**src/logic/pipe_window_defs.svh**
```systemverilog
// offsets, field positions and reset values of the pipe window bank
// assumes a 16-bit avalon-mm byte address with one register per aligned word
`ifndef PIPE_WINDOW_DEFS_SVH
`define PIPE_WINDOW_DEFS_SVH

// ****************************************
// register byte offsets
// ****************************************
`define OFS_WINDOW_SELECT   16'h2e64
`define OFS_PIPE_CFG        16'h2e68
`define OFS_PIPE_MAXP       16'h2f6c
`define OFS_PIPE_INTERVAL   16'h2e6c
`define OFS_PIPE_CTRL_BASE  16'h2e70
`define OFS_PIPE_EVENT      16'h2e80

// ****************************************
// field positions
// ****************************************
`define CFG_EP_LSB          0
`define CFG_DIR_BIT         4
`define CFG_NAK_BIT         7
`define CFG_BUFMODE_BIT     9
`define CFG_BRT_BIT         10
`define CFG_TYPE_LSB        14
`define CFG_MASK            16'hc69f
`define CTRL_MASK           16'h0203
`define INTERVAL_MASK       16'h0007
`define CTRL_BUSY_BIT       5
`define EVT_SHORT_BIT       0
`define EVT_COUNT_BIT       1
`define EVT_DONE_BIT        2
`define EVT_READ_BIT        3
`define EVT_CLEAR_BIT       4

// ****************************************
// reset values and codes
// ****************************************
`define MAXP_RESET          9'h040
`define SEL_NONE            4'h0
`define RESP_NAK            2'h0
`define RESP_BUF            2'h1
`define TYPE_BULK           2'h1
`define TYPE_INTR           2'h2
`define TARGET_DEVICE_SELECT_MAX          4'h5
`define FIRST_PIPE          4'h4

`endif

```
**src/logic/pipe_window_pkg.sv**
```systemverilog
// types shared by the pipe window bank
// assumes the defs header for every number
package pipe_window_pkg;
	typedef enum logic [1:0] {
		bus_idle,
		bus_done
	} bus_state_t;
	typedef logic [1:0] pipe_idx_t;
endpackage

```
**src/logic/pipe_busy_track.sv**
```systemverilog
// per-pipe busy flag and end-of-transfer auto nak request
// assumes engine event pulses on core_clk
`timescale 1ns/1ps
module pipe_busy_track (
	input  wire logic core_clk,
	input  wire logic sys_rst,
	input  wire logic txn_start,
	input  wire logic txn_done,
	input  wire logic short_rx,
	input  wire logic count_rx,
	input  wire logic auto_nak_en,
	output logic      busy_q,
	output logic      force_nak_q
);
	wire end_of_rx = short_rx | count_rx;

	always_ff @(posedge core_clk or posedge sys_rst) begin
		if (sys_rst) begin
			busy_q      <= 1'b0;
			force_nak_q <= 1'b0;
		end else begin
			busy_q      <= txn_start | (busy_q & ~txn_done);
			force_nak_q <= end_of_rx & auto_nak_en;
		end
	end
endmodule // pipe_busy_track

```
**src/logic/pipe_store.sv**
```systemverilog
// small per-pipe register store, registered read data
// assumes one writer and one reader on core_clk
`timescale 1ns/1ps
module pipe_store #(
	parameter int WIDTH = 16,
	parameter int DEPTH = 4,
	parameter logic [WIDTH-1:0] INIT = '0
) (
	input  wire logic                     core_clk,
	input  wire logic                     sys_rst,
	input  wire logic                     wr_en,
	input  wire logic [$clog2(DEPTH)-1:0] wr_idx,
	input  wire logic [WIDTH-1:0]         wr_data,
	input  wire logic [$clog2(DEPTH)-1:0] rd_idx,
	output logic      [WIDTH-1:0]         rd_data_q,
	output logic      [DEPTH*WIDTH-1:0]   all_q
);
	logic [WIDTH-1:0] mem_q [DEPTH];

	always_ff @(posedge core_clk or posedge sys_rst) begin
		if (sys_rst) begin
			for (int i = 0; i < DEPTH; i++) begin
				mem_q[i] <= INIT;
			end
			rd_data_q <= INIT;
		end else begin
			if (wr_en) begin
				mem_q[wr_idx] <= wr_data;
			end
			rd_data_q <= (wr_en && wr_idx == rd_idx) ? wr_data : mem_q[rd_idx];
		end
	end

	always_comb begin
		for (int i = 0; i < DEPTH; i++) begin
			all_q[i*WIDTH +: WIDTH] = mem_q[i];
		end
	end
endmodule // pipe_store

```
**src/logic/pipe_window_bank.sv**
```systemverilog
// windowed configuration bank for pipes 4 to 7, avalon-mm slave
// assumes the transaction engine on core_clk drives the event inputs
// Operation
// - window select is four bits; zero means none, four to seven pick pipes.
// - window accesses reach the storage of the pipe chosen by window select.
// - with no pipe chosen, windows and control read zero, writes ignored.
// - control registers are addressed directly, but read zero and ignore writes unless window select picks a pipe.
// - unassigned bits always read zero.
// - endpoint number in bits 3..0; zero marks the pipe unused.
// - direction bit 4: clear receives, set transmits.
// - auto nak bit 7 on receiving pipe 4 or 5 forces nak at end.
// - transfer ends on good short packet or full counted packets.
// - buffer mode bit 9 picks single or double, only for pipes 4, 5.
// - ready timing bit on receive: ready after readout, blocked until buffer clear.
// - ready timing bit on transmit suppresses the buffer ready event.
// - type bits 15..14: pipes 4,5 bulk 01; pipes 6,7 interrupt 10.
// - max packet 8..64 for pipes 4,5 (bits 6..3); 1..64 for 6,7; not clamped, writes keep 0..120 and 0..127.
// - max packet reads zero unselected, 0040h reset when a pipe is selected.
// - device select bits 15..12 use codes 0..5 only.
// - response code 00 nak, 01 buf, 1x stall; stall leaves through nak; a control write sets any code, stall to buf included.
// - busy flag rises at transaction start, falls when that transaction completes.
`timescale 1ns/1ps
`include "pipe_window_defs.svh"
module pipe_window_bank #(
	parameter int NUM_PIPES = 4
) (
	input  wire logic                 core_clk,
	input  wire logic                 sys_rst,
	input  wire logic [15:0]          address,
	input  wire logic                 read,
	input  wire logic                 write,
	input  wire logic [31:0]          writedata,
	input  wire logic [3:0]           byteenable,
	output logic      [31:0]          readdata,
	output logic                      waitrequest,
	output logic      [1:0]           response,
	input  wire logic [NUM_PIPES-1:0] txn_start,
	input  wire logic [NUM_PIPES-1:0] txn_done,
	input  wire logic [NUM_PIPES-1:0] short_rx,
	input  wire logic [NUM_PIPES-1:0] count_rx,
	input  wire logic [NUM_PIPES-1:0] packet_read,
	input  wire logic [NUM_PIPES-1:0] packet_moved,
	output logic      [NUM_PIPES-1:0] buffer_ready_q,
	output logic      [NUM_PIPES-1:0] rx_blocked_q,
	output logic      [NUM_PIPES-1:0] double_buf_q,
	output logic      [NUM_PIPES*2-1:0] resp_code_q,
	output logic      [NUM_PIPES*16-1:0] cfg_out_q
);
	import pipe_window_pkg::*;

	// ****************************************
	// bus decode
	// ****************************************
	bus_state_t       state_q;
	logic [3:0]       sel_q;
	logic [31:0]      rdata_q;
	logic [NUM_PIPES*2-1:0] resp_q;
	logic [NUM_PIPES-1:0]   abc_q;
	logic [NUM_PIPES-1:0]   busy;
	logic [NUM_PIPES-1:0]   force_nak;
	logic [NUM_PIPES-1:0]   blocked_q;
	logic [15:0]      cfg_rd;
	logic [15:0]      maxp_rd;
	logic [15:0]      ivl_rd;
	logic [NUM_PIPES*16-1:0] cfg_all;
	logic [NUM_PIPES*16-1:0] maxp_all;

	function automatic logic is_pipe(input logic [3:0] s);
		return s[3:2] == 2'b01;
	endfunction

	function automatic logic [15:0] legal_maxp(input logic [15:0] d, input logic bulk);
		logic [3:0] dev;
		dev = (d[15:12] > `TARGET_DEVICE_SELECT_MAX) ? 4'h0 : d[15:12];
		if (bulk) begin
			return {dev, 5'h00, d[6:3], 3'h0};
		end
		return {dev, 5'h00, d[6:0]};
	endfunction

	// no new take at the answer edge, while the master still holds its request
	wire        req      = (read | write) && state_q == bus_idle && waitrequest;
	wire        wr_req   = write && state_q == bus_idle && waitrequest;
	wire        full_lo  = byteenable[1:0] == 2'b11;
	wire        sel_ok   = is_pipe(sel_q);
	wire [1:0]  win_idx  = sel_q[1:0];
	wire        hit_sel  = address == `OFS_WINDOW_SELECT;
	wire        hit_cfg  = address == `OFS_PIPE_CFG;
	wire        hit_maxp = address == `OFS_PIPE_MAXP;
	wire        hit_ivl  = address == `OFS_PIPE_INTERVAL;
	wire        hit_ctrl = address[15:4] == 12'(`OFS_PIPE_CTRL_BASE >> 4) && address[1:0] == 2'b00;
	wire [1:0]  ctrl_idx = address[3:2];
	wire        hit_evt  = address == `OFS_PIPE_EVENT;
	wire        hit_any  = hit_sel | hit_cfg | hit_maxp | hit_ivl | hit_ctrl | hit_evt;
	wire        bulk_sel = ~win_idx[1];
	// writes to windows ignored with no pipe chosen
	wire        wr_cfg   = wr_req & full_lo & hit_cfg & sel_ok;
	wire        wr_maxp  = wr_req & full_lo & hit_maxp & sel_ok;
	wire        wr_ivl   = wr_req & full_lo & hit_ivl & sel_ok & win_idx[1];
	// control decoded from the address alone; the write lands only while a pipe is chosen
	wire        wr_ctrl  = wr_req & byteenable[0] & hit_ctrl;
	wire        wr_evt   = wr_req & byteenable[0] & hit_evt;
	// reserved bits masked to zero
	wire [15:0] cfg_wd   = writedata[15:0] & `CFG_MASK;
	wire [15:0] maxp_wd  = legal_maxp(writedata[15:0], bulk_sel);

	pipe_store #(.WIDTH(16), .DEPTH(NUM_PIPES), .INIT(16'h0000)) cfg_store (
		.core_clk (core_clk),
		.sys_rst  (sys_rst),
		.wr_en    (wr_cfg),
		.wr_idx   (win_idx),
		.wr_data  (cfg_wd),
		.rd_idx   (win_idx),
		.rd_data_q(cfg_rd),
		.all_q    (cfg_all)
	);

	pipe_store #(.WIDTH(16), .DEPTH(NUM_PIPES), .INIT({7'h00, `MAXP_RESET})) maxp_store (
		.core_clk (core_clk),
		.sys_rst  (sys_rst),
		.wr_en    (wr_maxp),
		.wr_idx   (win_idx),
		.wr_data  (maxp_wd),
		.rd_idx   (win_idx),
		.rd_data_q(maxp_rd),
		.all_q    (maxp_all)
	);

	pipe_store #(.WIDTH(16), .DEPTH(NUM_PIPES), .INIT(16'h0000)) ivl_store (
		.core_clk (core_clk),
		.sys_rst  (sys_rst),
		.wr_en    (wr_ivl),
		.wr_idx   (win_idx),
		.wr_data  (writedata[15:0] & `INTERVAL_MASK),
		.rd_idx   (win_idx),
		.rd_data_q(ivl_rd),
		.all_q    ()
	);

	function automatic logic ctrl_idx_evt(input int p);
		return writedata[11:8] == 4'(p) + `FIRST_PIPE;
	endfunction

	// ****************************************
	// per-pipe tracking
	// ****************************************
	genvar g;
	generate
		for (g = 0; g < NUM_PIPES; g++) begin : gen_pipe
			wire [15:0] c    = cfg_all[g*16 +: 16];
			wire        rx   = ~c[`CFG_DIR_BIT];
			wire        used = c[3:0] != 4'h0;
			wire        bulk = g < 2;
			wire        typ_ok = bulk ? c[15:14] == `TYPE_BULK : c[15:14] == `TYPE_INTR;
			wire        brt  = c[`CFG_BRT_BIT];
			pipe_busy_track trk (
				.core_clk   (core_clk),
				.sys_rst    (sys_rst),
				.txn_start  (txn_start[g]),
				.txn_done   (txn_done[g]),
				.short_rx   (short_rx[g]),
				.count_rx   (count_rx[g]),
				.auto_nak_en(bulk && rx && c[`CFG_NAK_BIT]),
				.busy_q     (busy[g]),
				.force_nak_q(force_nak[g])
			);
			wire clr_blk = wr_evt & writedata[`EVT_CLEAR_BIT] & ctrl_idx_evt(g);
			// ready event source picked by timing bit and direction
			wire rdy_ev = used & typ_ok & (brt ? (rx & packet_read[g]) : packet_moved[g]);
			always_ff @(posedge core_clk or posedge sys_rst) begin
				if (sys_rst) begin
					blocked_q[g]      <= 1'b0;
					buffer_ready_q[g] <= 1'b0;
					double_buf_q[g]   <= 1'b0;
				end else begin
					buffer_ready_q[g] <= rdy_ev;
					blocked_q[g]      <= (brt & rx & packet_read[g]) | (blocked_q[g] & ~clr_blk);
					double_buf_q[g]   <= bulk & c[`CFG_BUFMODE_BIT];
				end
			end
		end
	endgenerate

	// ****************************************
	// control registers and response codes
	// ****************************************
	always_ff @(posedge core_clk or posedge sys_rst) begin
		if (sys_rst) begin
			resp_q <= '0;
			abc_q  <= '0;
			sel_q  <= `SEL_NONE;
		end else begin
			if (wr_req & byteenable[0] & hit_sel) begin
				sel_q <= writedata[3:0];
			end
			for (int i = 0; i < NUM_PIPES; i++) begin
				// hardware nak wins over a same-cycle software write
				if (force_nak[i]) begin
					resp_q[i*2 +: 2] <= `RESP_NAK;
				end else if (wr_ctrl && ctrl_idx == 2'(i) && sel_ok) begin
					resp_q[i*2 +: 2] <= writedata[1:0];
					abc_q[i]         <= writedata[9];
				end
			end
		end
	end

	// ****************************************
	// read mux and handshake
	// ****************************************
	wire [15:0] ctrl_rd = sel_ok ? {6'h00, abc_q[ctrl_idx], 3'h0, busy[ctrl_idx], 3'h0,
		resp_q[ctrl_idx*2 +: 2]} : 16'h0000;
	wire [15:0] evt_rd  = {12'h000, rx_blocked_q};

	always_ff @(posedge core_clk or posedge sys_rst) begin
		if (sys_rst) begin
			state_q     <= bus_idle;
			waitrequest <= 1'b1;
			readdata    <= '0;
			response    <= 2'b00;
			rdata_q     <= '0;
		end else begin
			unique case (state_q)
				bus_idle: begin
					waitrequest <= 1'b1;
					if (req) begin
						state_q <= bus_done;
						response <= hit_any ? 2'b00 : 2'b10;
						rdata_q <= {16'h0000, hit_sel ? {12'h000, sel_q} : hit_ctrl ? ctrl_rd : hit_evt ? evt_rd : 16'h0000};
					end
				end
				bus_done: begin
					state_q     <= bus_idle;
					waitrequest <= 1'b0;
					readdata    <= !sel_ok ? rdata_q : hit_cfg ? {16'h0000, cfg_rd} :
						hit_maxp ? {16'h0000, maxp_rd} : hit_ivl ? {16'h0000, ivl_rd} : rdata_q;
				end
			endcase
		end
	end

	always_ff @(posedge core_clk or posedge sys_rst) begin
		if (sys_rst) begin
			rx_blocked_q <= '0;
			resp_code_q  <= '0;
			cfg_out_q    <= '0;
		end else begin
			rx_blocked_q <= blocked_q;
			resp_code_q  <= resp_q;
			cfg_out_q    <= cfg_all;
		end
	end

	// ****************************************
	// checks
	// ****************************************
	unsel_zero_a: assert property (@(posedge core_clk) disable iff (sys_rst)
		(!waitrequest && read && !sel_ok && (hit_cfg || hit_maxp || hit_ivl)) |-> readdata == 32'h0)
		else $error("window read not zero with no pipe");
	busy_rise_a: assert property (@(posedge core_clk) disable iff (sys_rst)
		txn_start[3] |=> busy[3])
		else $error("busy did not rise");
	busy_fall_a: assert property (@(posedge core_clk) disable iff (sys_rst)
		(busy[3] && txn_done[3] && !txn_start[3]) |=> !busy[3])
		else $error("busy did not fall");
	auto_nak_a: assert property (@(posedge core_clk) disable iff (sys_rst)
		force_nak[0] |=> resp_q[1:0] == 2'b00)
		else $error("auto nak not applied");
	tx_no_ready_a: assert property (@(posedge core_clk) disable iff (sys_rst)
		(cfg_all[26] && cfg_all[20]) |=> !buffer_ready_q[1])
		else $error("ready on transmit with timing bit");
	blocked_hold_a: assert property (@(posedge core_clk) disable iff (sys_rst)
		(blocked_q[0] && !wr_evt) |=> blocked_q[0])
		else $error("block released without clear");
	sel_reserved_a: assert property (@(posedge core_clk) disable iff (sys_rst)
		(!waitrequest && read && hit_sel) |-> readdata[31:4] == 28'h0)
		else $error("reserved bits nonzero");
	single_pipe6_a: assert property (@(posedge core_clk) disable iff (sys_rst)
		!double_buf_q[2])
		else $error("double buffer on pipe 6");
	bus_answer_a: assert property (@(posedge core_clk) disable iff (sys_rst)
		(req) |-> ##2 !waitrequest)
		else $error("no answer in two cycles");
endmodule // pipe_window_bank

```
**config.mk**
```make
export PLATFORM = sky130hd
export DESIGN_NAME = pipe_window_bank
export DESIGN_NICKNAME = d
export VERILOG_FILES = /design/src/logic/pipe_window_pkg.sv /design/src/logic/pipe_busy_track.sv /design/src/logic/pipe_store.sv /design/src/logic/pipe_window_bank.sv
export VERILOG_INCLUDE_DIRS = /design/src /design/src/logic
export SDC_FILE = /design/constraint.sdc
export NUM_CORES = 1
export LEC_CHECK = 0
export BUFFER_PORTS_ARGS = -buffer_cell sky130_fd_sc_hd__buf_2
export CAP_MARGIN = 25
export CELL_PAD_IN_SITES_DETAIL_PLACEMENT = 0
export CELL_PAD_IN_SITES_GLOBAL_PLACEMENT = 1
export CORE_AREA = 2 2 145 147
export DETAILED_ROUTE_END_ITERATION = 16
export DIE_AREA = 0 0 147 149
export PLACE_DENSITY_LB_ADDON = 0.1
export RECOVER_POWER = 50
export SLEW_MARGIN = 0
export SYNTH_ARGS = -nofsm -noshare
export SYNTH_HDL_FRONTEND = slang
export SYNTH_SLANG_ARGS = --single-unit
```
**constraint.sdc**
```tcl
create_clock -name core_clk -period 21.2 [get_ports core_clk]
set_clock_uncertainty 0.05 [all_clocks]
set_input_delay 4.24 -clock core_clk [delete_from_list [all_inputs] [get_ports core_clk]]
set_output_delay 4.24 -clock core_clk [all_outputs]
set_load 0.005 [all_outputs]
```
Word-level counts from Yosys, hierarchy flattened
Index checks and enable logic that the tools add are counted.

operators by class
  reduce and logical (&&, ||, !) cells = 28
  magnitude comparators = 4
  shift operators = 1
  multiplexer cells = 43
  equality and inequality tests = 21
  bitwise logic cells = 78

operators with widths
  operator                                                       number
  2-to-1 mux 16 bit                                              14
  bitwise mux 64 bit                                             3
  binary-select mux 16 bit (select 2 bit)                        3
  equality test 16 x 14 -> 1 bit, second input constant          5
  bitwise AND 1 bit                                              47
  demux 16 bit (select 2 bit)                                    1
  2-to-1 mux 10 bit                                              3
  equality test 4 x 3 -> 1 bit, second input constant            4
  logical AND 1 bit                                              16
  OR 1 bit                                                       16
  nonzero test 4 bit                                             4
  inverter 1 bit                                                 14
  equality test 12 x 10 -> 1 bit, second input constant          1
  2-to-1 mux 2 bit                                               6
  equality test 2 x 1 -> 1 bit, second input constant            5
  equality test 2 bit, second input constant                     5
  2-to-1 mux 4 bit                                               2
  variable part select 8 x 4 -> 2 bit                            1
  zero test 2 bit                                                3
  2-to-1 mux 1 bit                                               6
  AND reduction 2 bit                                            3
  binary-select mux 1 bit (select 2 bit)                         2
  greater-than comparator 4 x 3 -> 1 bit, second input constant  1
  one-hot mux 2 bit (2 select lines)                             1
  8 further kinds                                                9

storage, ports and cells
  word-level logic and storage cells = 223
  output and inout bits = 119
  input bits = 80
  bits in registers = 401

Logic depth before layout (Yosys ltp)
  depth after elaboration = 10
  gate-level depth with buffers = 7
  mapped depth without buffers = 5

Cells and area by module
A second synthesis with hierarchy kept.

unflattened totals
  cell total of the unflattened synthesis = 1019
  area, all modules = 15790.1 µm²

modules (own cells, without submodules)
  module                       cells each  times used  area an instance (µm²)  seq. area each (µm²)
  pipe_store at cfg_store ...  196         2           3498.4                  2001.9
  pipe_window_bank             407         1           4998.5                  3129.3
  pipe_store at maxp_store     196         1           3504.6                  2008.2
  pipe_busy_track              6           4           72.6                    50.0

Worst setup path after synthesis
Ideal clock, no wire load.

  kind = input -> register
  start = input address[15]
  end = register cfg_store.mem_q (netlist bit cfg_store.all_q[16])
  arrival = 6.237 ns
  setup time = 0.125 ns
  required time = 21.025 ns
  path slack = 14.788 ns
  path buffers = 3
  stages = 7
  path through = or4_1 > buf_2 > or4_1 > buf_2 > or3_1 > buf_6 > mux2_4

on the way
  cells in the longest elaborated chain, start to end = 3

RTL lines
  what                                      line                    text
  start: declaration                        pipe_window_bank.sv:29  input wire logic [15:0] address,
  equality test 16 x 14 -> 1 bit (no line)  -
  bitwise AND 1 bit (2 in a row)            pipe_window_bank.sv:97  wire wr_cfg = wr_req & full_lo & hit_cfg & sel_ok;
  end signal: indexed assignment            pipe_store.sv:28        mem_q[wr_idx] <= wr_data;
  end: declaration                          pipe_store.sv:18        logic [WIDTH-1:0] mem_q [DEPTH];

Every way passes these cells.
A chain may end at the register's enable or synchronous reset.

==> results.txt <==
Vertical extent of the die - 149 um
Total power divided by cell area - 84.66 nW/um^2
Max transition margin - -286.5%
Register clock-pin slew on the reported worst setup and hold paths - 60 ps
Max cap viols - 1
Number of filler cells placed in the layout - 1774
Terminating pin of the worst hold path - ivl_store.all_q[2]
Cts repair resizes - 0
Destination of the worst register-to-register timing path - cfg_store.all_q[46]
Most common cell in the synthesized netlist - sky130_fd_sc_hd__dfrtp_1
Total Power - 0.9514 mW
Routability-driven placement congestion ratio - 0.8172
Post-Synthesis Cells - 700
Worst vdd rail ir drop - 0.05680 mV
Reg2reg start - waitrequest
Final #Nets - 903
Post-route setup TNS - 0 ps
Antenna violations before repair - 0
DR DRC count - 0
Antenna-violating nets left - 0
Worst setup slack for register-to-register paths - 18120 ps
Transition time at the pin with the least slew margin - 5798 ps
Sort of element at the start of the critical path - primary input
Type of the worst setup path - in -> async
Share of final-layout standard cells stronger than drive strength 1 - 38.38%
Unrepaired setup endpoints after global routing - no
Final instance area - 11240 sq um
Clock latency reported for the late side of the worst-skew pair - 520 ps
Clock Tree Buf Depth - 3
Post-synth EDFFs - 0
Total count of max-transition violations in the final report - 113
Number of antenna diodes - 0
Setup-violating endpoint count in the final report - 0
Data arrival time of the critical path - 9260 ps
Number of search-and-repair iterations in the first detailed-routing pass - 4
Final hold violation count - 0
CTS buffer count - 25
Number of core rows - 53
Result of the run - finished, violations left
Highest Clock Rate - 98.83 MHz
Critical Path Fanout Max - 112
# IOs - 199
Reg area - 5638 sq um
Chip width - 147 um
Fraction of the yosys area taken by sequential cells - 58.26%
Placeable core region - 20560 sq um
H-tree levels - 1
Min setup slack post-route - 11080 ps
Maximum number of pins on one net before global-route repair - 142
Via count of the first global-routing pass - 6328
Post-synthesis instance area - 9677 sq um
TritonCTS clock tree - done
Detailed-route via count - 6053
Most common flop cell mapped by yosys - sky130_fd_sc_hd__dfrtp_1
Most area-consuming cells after synthesis - sky130_fd_sc_hd__dfrtp_1 57%, sky130_fd_sc_hd__mux2_2 11%, sky130_fd_sc_hd__mux4_2 6.5%
Post-Syn Area per Cell - 13.82 sq um
Type of the tightest min-delay check - reg -> reg
Area leader, netlist - sky130_fd_sc_hd__dfrtp_1
Required time of the worst setup path - 20350 ps
Post-synth top area share - 56.63%
First-pass GRT wire length - 35980 um
Buffer type at the clock tree root - sky130_fd_sc_hd__clkbuf_16
Number of cells on the worst reg-to-reg path - 4
Static Leakage - 5.679 nW
Async S/R FF share, synth - 100.0%
Leftover overflow at the end of global routing - 0
All-layer global routing usage - 21.12%
Crit share post-route - 47.73%
Pre-CTS setup slack - 13940 ps
Violations in the final reports - max-capacitance violations, max-slew violations
Hold path cells - 0
Total of warnings raised by yosys - 0
CTS sink count - 225
Top cells by instance count after synthesis - 219 x sky130_fd_sc_hd__dfrtp_1, 98 x sky130_fd_sc_hd__mux2_2, 48 x sky130_fd_sc_hd__buf_4, 28 x sky130_fd_sc_hd__clkbuf_1, 28 x sky130_fd_sc_hd__mux4_2
Vias per std cell - 5.434
Count of port buffers added during placement - 131
Number of different library cells in the post-synthesis netlist - 51
Area of the die - 21900 sq um
Placement Cell Area - 10410 sq um
Number of setup buffers added after CTS - 0
Min Tclk post-route - 10120 ps
Number of design-rule violations left by the first detailed-router iteration - 289
Count of state elements after synthesis - 225
Multi-input gate area in the final layout - 3659 sq um
Critical Path End Type - asynchronous set/reset pin
Wire length reported by the detailed router - 22930 um
Area overhead of the layout relative to synthesis - 16.12%
Launch instance of the worst min-delay path - ivl_store.all_q[2]
Post-Route Hold Slack - 326.0 ps
Quantity of hold-fixing buffers added after cts - 0
DP HPWL - 15240 um
Detailed-route wire length per cell - 20.58 um
Initial cell density of the core - 47.07%
final cells by class:
class / count / share of cell area (%)
clock buffer: 36 / 6.558
clock inverter: 7 / 0.8240
inverter: 14 / 0.4788
multi-input combinational: 418 / 32.56
sequential: 225 / 50.17
tap: 275 / 3.062
timing repair buffer: 139 / 6.347
power by group:
| part | leakage, nW | internal, mW | switching [mW] |
|---|---|---|---|
| clock | 0.412 | 0.264 | 0.169 |
| sequential | 3.09 | 0.441 | 0.00616 |
| combinational | 2.17 | 0.0222 | 0.0488 |
| total | 5.68 | 0.727 | 0.224 |
worst max-delay path, cell delays in order:
cell and delay, ps:
sky130_fd_sc_hd__buf_2 100, sky130_fd_sc_hd__clkinvlp_2 720, sky130_fd_sc_hd__clkbuf_1 4090
registers in the layout, indices dropped and copies added (netlist names):
register                  flops
cfg_store.rd_data_q          10
blocked_q                     4
resp_q                        8
abc_q                         4
sel_q                         4
ivl_store.rd_data_q           3
maxp_store.all_q             44
gen_pipe.trk.busy_q           4
rdata_q                       6
response                      1
maxp_store.rd_data_q         11
waitrequest                   1
rx_blocked_q                  4
readdata                     14
cfg_store.all_q              40
ivl_store.all_q              12
state_q                       1
buffer_ready_q                4
resp_code_q                   8
cfg_out_q                    40
gen_pipe.trk.force_nak_q      2
routing by layer:
metal  share of wire (%)  GRT usage (%)  vias up
li1                    -              -     2683
met1                  44          28.86     3119
met2                  49          36.10      217
met3                 4.9          2.997       34
met4                 2.0          5.385        0
met5                   0              0        -
cells in the final DEF (no fill, tap or decap), types with 7 or more instances in the layout:
cell and count:
sky130_fd_sc_hd__and2_1 13, sky130_fd_sc_hd__inv_1 13, sky130_fd_sc_hd__clkbuf_1 19, sky130_fd_sc_hd__nor3_1 8, sky130_fd_sc_hd__mux4_2 28, sky130_fd_sc_hd__buf_2 119, sky130_fd_sc_hd__nor3b_1 7, sky130_fd_sc_hd__nand2_1 23
sky130_fd_sc_hd__nand4b_1 7, sky130_fd_sc_hd__mux2_4 20, sky130_fd_sc_hd__dfrtp_1 219, sky130_fd_sc_hd__nand3_1 18, sky130_fd_sc_hd__a21o_1 9, sky130_fd_sc_hd__nor4_1 8, sky130_fd_sc_hd__o21ai_0 13, sky130_fd_sc_hd__nor2b_1 14
sky130_fd_sc_hd__nor2_1 17, sky130_fd_sc_hd__clkbuf_16 25, sky130_fd_sc_hd__clkbuf_8 7, sky130_fd_sc_hd__mux2_2 98, sky130_fd_sc_hd__conb_1 45, sky130_fd_sc_hd__a21oi_1 14
worst max-delay path by stage:
stage,start,endpoint
2_1_floorplan,sys_rst,abc_q[0]
3_3_place_gp,address[3],cfg_store.all_q[46]
3_5_place_dp,address[3],cfg_store.all_q[46]
4_1_cts,address[3],cfg_store.all_q[46]
5_1_grt,sys_rst,gen_pipe[3].trk.busy_q
6_report,sys_rst,gen_pipe[1].trk.busy_q
metrics by stage:
stage | std cells | utilization [%]
final | 1114 | 54.66
after global routing | 1114 | 54.66
after CTS | 1112 | 54.65
after detailed placement | 1069 | 50.61
after global placement | 1068 | 50.56
after floorplan | 744 | -
cell families (layout without fill, tap and decap cells):
family                 Yosys count  after routing  share of synthesized area, %
AOI/OAI and AO/OA               61             61                         4.138
buffers and inverters          101            196                         5.896
DFF                            225            225                         58.26
muxes                          150            150                         21.44
other                            1             45                       0.03875
and+or+nand+nor                162            162                         10.23
Power figures use the tool's default switching activity.
